**src/hw/sclk_pkg.sv**
```systemverilog
// package: register map, field layout and timing constants of the sleep clock slot and seconds block
package sclk_pkg;
	localparam int ADDR_W = 8;
	localparam int DATA_W = 8;
	localparam int SLOT_W = 4;
	localparam int SECS_W = 32;
	localparam logic [7:0] ADDR_SLEEP_CLK_SLOTS = 8'h5F;
	localparam logic [7:0] ADDR_SECS_BYTE3 = 8'h70;
	localparam logic [7:0] ADDR_SECS_BYTE2 = 8'h71;
	localparam logic [7:0] ADDR_SECS_BYTE1 = 8'h72;
	localparam logic [7:0] ADDR_SECS_BYTE0 = 8'h73;
	localparam int WAKE_HI = 7;
	localparam int WAKE_LO = 4;
	localparam int SLEEP_HI = 3;
	localparam int SLEEP_LO = 0;
	localparam logic [3:0] SLOT_NONE = 4'h0;
	localparam logic [31:0] SECS_RESET = 32'h00000000;
	localparam logic [7:0] READ_UNMAPPED = 8'h00;
	localparam int CLK_HZ = 40000000;
	localparam int TICK_S = 1;
	localparam int TICK_CYCLES = CLK_HZ * TICK_S;
	typedef struct packed {
		logic wr;
		logic rd;
		logic [7:0] addr;
		logic [7:0] wdata;
	} sclk_req_t;
	typedef enum logic [1:0] {
		SCLK_IDLE,
		SCLK_WAKE,
		SCLK_SLEEP
	} sclk_seq_t;
endpackage

```
**src/hw/sclk_regs.sv**
```systemverilog
// module: sleep clock-out slot register, seconds counter and clock-out control
`timescale 1ns/1ps
module sclk_regs
	import sclk_pkg::*;
#(
	parameter int TICK_COUNT = sclk_pkg::TICK_CYCLES
)(
	input wire logic mclk,
	input wire logic rst_b,
	input wire sclk_pkg::sclk_req_t req,
	output logic [7:0] rdata,
	input wire logic [7:0] nvm_slots,
	input wire logic nvm_valid,
	input wire logic sequencing_lock_group,
	input wire logic rtc_locked,
	input wire logic wake_start,
	input wire logic sleep_start,
	input wire logic slot_tick,
	input wire logic battery_hold_state,
	input wire logic safe_off_state,
	output logic low_freq_clock_out_en,
	output logic [31:0] seconds_count,
	output logic [3:0] seq_slot
);
	import sclk_pkg::*;

	// ----------------------------------------
	// registers
	// ----------------------------------------
	logic [7:0] slots_reg, slots_next;
	logic loaded_reg, loaded_next;
	logic [31:0] secs_reg, secs_next;
	logic [31:0] div_reg, div_next;
	logic [7:0] rdata_reg, rdata_next;
	logic clk_en_reg, clk_en_next;
	logic [3:0] slot_reg, slot_next;
	sclk_seq_t seq_reg, seq_next;
	logic tick;
	logic [3:0] wake_slot_select, sleep_slot_select;

	assign wake_slot_select = slots_reg[WAKE_HI:WAKE_LO];
	assign sleep_slot_select = slots_reg[SLEEP_HI:SLEEP_LO];
	assign tick = (div_reg == TICK_COUNT - 1);

	// ----------------------------------------
	// register file
	// ----------------------------------------
	always_comb
	begin
		slots_next = slots_reg;
		loaded_next = loaded_reg;
		secs_next = secs_reg;
		div_next = tick ? '0 : div_reg + 32'h00000001;
		rdata_next = rdata_reg;
		// nvm image is taken once after release, never in the reset branch
		if (!loaded_reg && nvm_valid)
		begin
			slots_next = nvm_slots;
			loaded_next = 1'b1;
		end
		if (req.wr && req.addr == ADDR_SLEEP_CLK_SLOTS && !sequencing_lock_group)
			slots_next = req.wdata;
		if (tick)
			secs_next = secs_reg + 32'h00000001;
		// an unlocked host write replaces its byte of a tick landing in the same cycle
		if (req.wr && !rtc_locked)
		begin
			unique case (req.addr)
				ADDR_SECS_BYTE3: secs_next[31:24] = req.wdata;
				ADDR_SECS_BYTE2: secs_next[23:16] = req.wdata;
				ADDR_SECS_BYTE1: secs_next[15:8] = req.wdata;
				ADDR_SECS_BYTE0: secs_next[7:0] = req.wdata;
				default: ;
			endcase
		end
		if (req.rd)
		begin
			unique case (req.addr)
				ADDR_SLEEP_CLK_SLOTS: rdata_next = slots_reg;
				ADDR_SECS_BYTE3: rdata_next = secs_reg[31:24];
				ADDR_SECS_BYTE2: rdata_next = secs_reg[23:16];
				ADDR_SECS_BYTE1: rdata_next = secs_reg[15:8];
				ADDR_SECS_BYTE0: rdata_next = secs_reg[7:0];
				default: rdata_next = READ_UNMAPPED;
			endcase
		end
	end

	always_ff @(posedge mclk or negedge rst_b)
	begin
		if (!rst_b)
		begin
			slots_reg <= 8'h00;
			loaded_reg <= 1'b0;
			secs_reg <= SECS_RESET;
			div_reg <= 32'h00000000;
			rdata_reg <= 8'h00;
		end
		else
		begin
			slots_reg <= slots_next;
			loaded_reg <= loaded_next;
			secs_reg <= secs_next;
			div_reg <= div_next;
			rdata_reg <= rdata_next;
		end
	end

	// ----------------------------------------
	// clock-out slot sequencing
	// ----------------------------------------
	always_comb
	begin
		seq_next = seq_reg;
		slot_next = slot_reg;
		clk_en_next = clk_en_reg;
		unique case (seq_reg)
			SCLK_IDLE:
			begin
				slot_next = 4'h0;
				if (wake_start && wake_slot_select != SLOT_NONE)
					seq_next = SCLK_WAKE;
				else if (sleep_start && sleep_slot_select != SLOT_NONE)
					seq_next = SCLK_SLEEP;
			end
			SCLK_WAKE:
				if (slot_tick)
				begin
					slot_next = slot_reg + 4'h1;
					if (slot_next == wake_slot_select)
					begin
						clk_en_next = 1'b1;
						seq_next = SCLK_IDLE;
					end
				end
			SCLK_SLEEP:
				if (slot_tick)
				begin
					slot_next = slot_reg + 4'h1;
					if (slot_next == sleep_slot_select)
					begin
						clk_en_next = 1'b0;
						seq_next = SCLK_IDLE;
					end
				end
		endcase
		if (battery_hold_state || safe_off_state)
		begin
			clk_en_next = 1'b0;
			seq_next = SCLK_IDLE;
		end
	end

	always_ff @(posedge mclk or negedge rst_b)
	begin
		if (!rst_b)
		begin
			seq_reg <= SCLK_IDLE;
			slot_reg <= 4'h0;
			clk_en_reg <= 1'b0;
		end
		else
		begin
			seq_reg <= seq_next;
			slot_reg <= slot_next;
			clk_en_reg <= clk_en_next;
		end
	end

	assign rdata = rdata_reg;
	assign low_freq_clock_out_en = clk_en_reg;
	assign seconds_count = secs_reg;
	assign seq_slot = slot_reg;
endmodule

```
**config.mk**
```make
export PLATFORM = sky130hd
export DESIGN_NAME = sclk_regs
export DESIGN_NICKNAME = d
export VERILOG_FILES = /design/src/hw/sclk_pkg.sv /design/src/hw/sclk_regs.sv
export SDC_FILE = /design/constraint.sdc
export NUM_CORES = 1
export LEC_CHECK = 0
export ABC_CLOCK_PERIOD_IN_PS = 6200
export BUFFER_PORTS_ARGS = -buffer_cell sky130_fd_sc_hd__buf_2
export CAP_MARGIN = 20
export CORE_MARGIN = 1
export CORE_UTILIZATION = 40
export CTS_CLUSTER_DIAMETER = 120
export CTS_CLUSTER_SIZE = 16
export DETAILED_ROUTE_END_ITERATION = 8
export PLACE_DENSITY_LB_ADDON = 0.05
export SYNTH_ARGS = -nofsm -noshare
export SYNTH_HDL_FRONTEND = slang
export SYNTH_SLANG_ARGS = --single-unit
```
**constraint.sdc**
```tcl
create_clock -name mclk -period 6.2 [get_ports mclk]
set_input_delay 1.24 -clock mclk [delete_from_list [all_inputs] [get_ports mclk]]
set_output_delay 1.24 -clock mclk [all_outputs]
set_load 0.005 [all_outputs]
```
==> results by stage <==
Yosys:
- The number of storage elements in the synthesis netlist is 88.
- Of all flip-flops after synthesis, the portion carrying an async set or reset was 1.000.
- For this run, the leading register cell type out of synthesis is dfrtp_1.
- The number of different library cells used by synthesis comes to 50.
- Yosys mapped a number of flops with a built-in enable equal to 0.
- The share of the Yosys chip area taken by registers is 0.4550.
- The number of standard cells after synthesis is 508.
- The cell area that synthesis handed to floorplanning was 4840 µm².
- The net count of the mapped netlist is 550.
- The Yosys step of the flow raised 0 warnings.
- The post-synthesis area per instance is 9.527 µm².

CTS:
- In this run the number of H-tree levels came out at 3.
- The number of hold buffers added after CTS was 0.
- Clock tree synthesis found a total of 88 sinks.
- For the worst-skew pair, the clock arrives at the later sink with an insertion delay of 0.34 ns.
- TritonCTS created 9 clock buffers.
- The CTS tree is yes.
- Counting along the longest clock path gives a buffer depth of 2.
- Once the clock tree was built, the resizer swapped 0 gates to a different size.
- The tree is rooted in a clkbuf_16.
- The total setup buffers inserted after CTS is 0.
- The clock slew seen by the registers of the worst setup and hold paths is 0.06 ns.

Route:
- The number of remaining DRC errors is 10.
- The detailed router finished its first iteration with 295 violations.
- The detailed-router iteration count before antenna repair is 7.
- The count of nets left with antenna violations once routing finished came out at 0.
- Summing over every cut layer, the via total after detailed routing is 4023.
- The per-cell routed wire length is 17.44 µm.
- The routed design has 12820 µm of wire.
- Using the TritonRoute via totals, the vias-per-cell ratio works out to 5.473.

STA:
- The achievable clock frequency is 0.3016 GHz.
- For the final database, setup skew stands at 0.006926 ns.
- Setup repair after global routing left no endpoint under its margin.
- The number of failing setup endpoints in the final timing report is 0.
- The final period utilization is 0.5349.
- For the finished layout, the period the worst path requires is 3.316 ns.
- The count of pins over their slew limit came to 0.
- At the pin with the least slew margin, the transition time is 1.015 ns.
- The worst pin sits at a relative slew slack of 0.3213.
- Across all hold checks on the routed design, the worst slack comes to 0.4781 ns.
- After routing, the total negative slack on setup checks comes to 0 ns.
- The total count of hold-check failures in the final report was 0.
- In the post-route analysis, the smallest setup slack over all paths is 2.884 ns.

Setup path:
- The top cell family by delay on the critical path is simple AND/OR/NAND/NOR gates.
- The worst setup path is launched from a primary input.
- The number of cells on the critical path is 6.
- The kind of capture point of the worst setup path is a flop.
- The slowest library cell on the worst path is or4b_1.
- The reg-to-reg setup timing slack is 3.33 ns.
- The critical path in this run is classified as primary input to flop.
- In this run the critical register-to-register path is launched from div_reg[10]$_DFF_PN0_.
- The startpoint of the most critical setup path is req[15].
- The peak fanout along the critical path is 14.
- Counting both buffers and inverters, the worst setup path holds a total of 1.
- The signal on the critical path passes through buf_2 -> nand3b_1 -> or4b_1 -> nor3_2 -> and2_1 -> mux2_2.
- Following the worst setup path forward leads to its endpoint at seconds_count[29]$_DFF_PN0_.
- The largest single stage delay on the critical path is 0.68 ns.
- Data on the critical path is required at its endpoint by 6.43 ns.
- The critical path data arrival time is 3.54 ns.
- Measured in cells, the most critical reg-to-reg path has a length of 7.
- The endpoint of the worst-slack reg-to-reg timing path is seconds_count[8]$_DFF_PN0_.

Floorplan:
- The die extent in y is 112.0 µm.
- The initial utilization of the core area, before any placement, comes to 0.4167.
- In this run the count of I/O pins placed on the die edge is 81.
- The die extent in x is 112.0 µm.
- The die covers 12540 µm².
- The core region is 11610 µm².
- The initialized floorplan defines 39 standard-cell rows.

Layout:
- The number of antenna diodes in the final layout is 0.
- For this run, the post-layout net count is 631.
- The share of final-layout standard cells stronger than drive strength 1 is 0.1892.
- The layout overhead on the synthesized area is 16.60%.

Global routing:
- The number of antenna violations at the first check in global routing is 0.
- The number of global-route vias before repair was 3831.
- The overflow left after global routing is 0.
- In the global route stage, overall resource usage came out at 0.2166.
- The pin count of the biggest net entering global routing is 51.
- The first-pass GRT wire length is 20870 µm.

Pwr:
- The analysis attributes to cell leakage a power of 2.297 nW.
- VDD sags by at most 117.6 µV.
- For this design the ratio of total power to cell area is 216.7 nW/µm².
- The completed layout was analyzed and its total power is 1.223 mW.

Run:
- The max-capacitance violation count is 0.

Place:
- Once detailed placement completed, the half-perimeter wirelength came to 9407 µm.
- Routability-driven placement finished with a final weighted congestion of 0.8281.
- The number of input and output port buffers inserted is 80.
- Prior to clock tree synthesis, the placed netlist has a worst setup slack of 2.544 ns.

Run status:
- The checks that failed: DRC.
- The flow ran to the end, but the final reports show violations.

Min path:
- The path class of the tightest hold or removal check is flop to flop.
==> layer usage <==
layer / routed length, µm / share of wire / GRT usage / up-vias
met3: 632 / 0.049 / 0.03919 / 16
met4: 205 / 0.016 / 0.08089 / 0
met1: 6115 / 0.48 / 0.3076 / 1945
met2: 5867 / 0.46 / 0.3300 / 88
met5: 0 / 0 / 0 / -
li1: - / - / - / 1974
==> cell usage in the layout (no fill, tap or decap), drive strengths merged, types with 3 or more instances in the layout <==
cell type	Yosys	routed
a21oi	36	36
nand3b	3	3
or2	3	3
nor4b	3	3
xnor2	30	30
nor2	58	58
a22oi	13	13
a21o	3	3
mux2i	10	10
o21ai	18	18
nor2b	5	5
ha	6	6
o22ai	4	4
clkbuf	4	14
nor3b	4	4
inv	14	14
nand4	23	23
a222oi	3	3
nand3	28	28
and3	14	14
xor2	39	39
nor4	8	8
and2	8	8
nand2	44	44
dfrtp	88	88
and4	8	8
nor3	5	5
buf	9	82
==> Yosys cell counts, types with 2 or more instances <==
master | count | area (µm²)
and4_1 | 8 | 70.07
xor2_1 | 39 | 341.6
nand3_1 | 28 | 140.1
or3_1 | 2 | 12.51
o21ai_0 | 17 | 85.08
or2_2 | 3 | 18.77
o211ai_1 | 2 | 15.01
a211o_1 | 2 | 17.52
nor4_1 | 6 | 37.54
dfrtp_1 | 88 | 2202
xnor2_1 | 30 | 262.8
nand4_1 | 23 | 143.9
a21o_1 | 3 | 22.52
nor2b_1 | 5 | 31.28
nor3b_1 | 2 | 15.01
nor2_1 | 57 | 214.0
clkbuf_1 | 4 | 15.01
nand2_1 | 43 | 161.4
buf_2 | 5 | 25.02
and2_1 | 8 | 50.05
and3_1 | 14 | 87.58
a22oi_1 | 13 | 97.59
buf_1 | 3 | 11.26
nor4b_2 | 3 | 45.04
nand3b_1 | 3 | 22.52
a222oi_1 | 3 | 30.03
a21oi_1 | 36 | 180.2
nor3_1 | 4 | 20.02
ha_1 | 6 | 75.07
nor4_2 | 2 | 25.02
inv_1 | 14 | 52.55
mux2_2 | 2 | 22.52
mux2i_1 | 10 | 100.1
o22ai_1 | 4 | 25.02
==> kinds of logic after synthesis <==
group           count (synthesis)  share of synthesized area
simple gates                  219                     0.2438
flops                          88                     0.4550
mux                            12                    0.02534
xor+xnor                       70                     0.1295
buf+inv                        27                    0.02301
compound gates                 86                     0.1078
fa+ha+maj                       6                    0.01551
==> power breakdown <==
part           switching [mW]  internal (mW)
clock network           0.213          0.278
logic                  0.0692         0.0493
registers              0.0245          0.589
==> per-stage QoR <==
stage | area (µm²) | cells | utilization
finish | 5643 | 735 | 0.4859
floorplan | 4840 | 508 | -
global placement | 5383 | 720 | 0.4635
global route | 5643 | 735 | 0.4859
detailed placement | 5383 | 720 | 0.4635
CTS | 5638 | 734 | 0.4855
==> worst reg2reg max path: cells and delay by family (launching register included) <==
kind | cells | cell delay, ns
XOR/XNOR | 1 | 0.15
buffers and inverters | 1 | 0.37
AO/OA/AOI/OAI | 1 | 0.08
flip-flops | 1 | 0.43
AND/OR/NAND/NOR | 4 | 1.70
==> how the worst min path moves through the flow <==
stage	start	to	slack, ns	depth (start not counted)
2_1_floorplan	loaded_reg$_DFFE_PN0P_	loaded_reg$_DFFE_PN0P_	0.44	1
3_3_place_gp	loaded_reg$_DFFE_PN0P_	loaded_reg$_DFFE_PN0P_	0.45	1
3_5_place_dp	loaded_reg$_DFFE_PN0P_	loaded_reg$_DFFE_PN0P_	0.46	1
4_1_cts	loaded_reg$_DFFE_PN0P_	loaded_reg$_DFFE_PN0P_	0.48	1
5_1_grt	div_reg[0]$_DFF_PN0_	div_reg[0]$_DFF_PN0_	0.50	1
6_report	loaded_reg$_DFFE_PN0P_	loaded_reg$_DFFE_PN0P_	0.48	1
==> final cells by class <==
type / instances / area (µm²)
Timing Repair Buffer: 83 / 422.9
Clock buffer: 13 / 250.2
Clock inverter: 1 / 5.005
Multi-Input combinational cell: 393 / 2531
Inverter: 14 / 52.55
Tap cell: 143 / 178.9
Fill cell: 1143 / 5971
Sequential cell: 88 / 2202
Note: power is estimated with default switching activity, not from simulation.
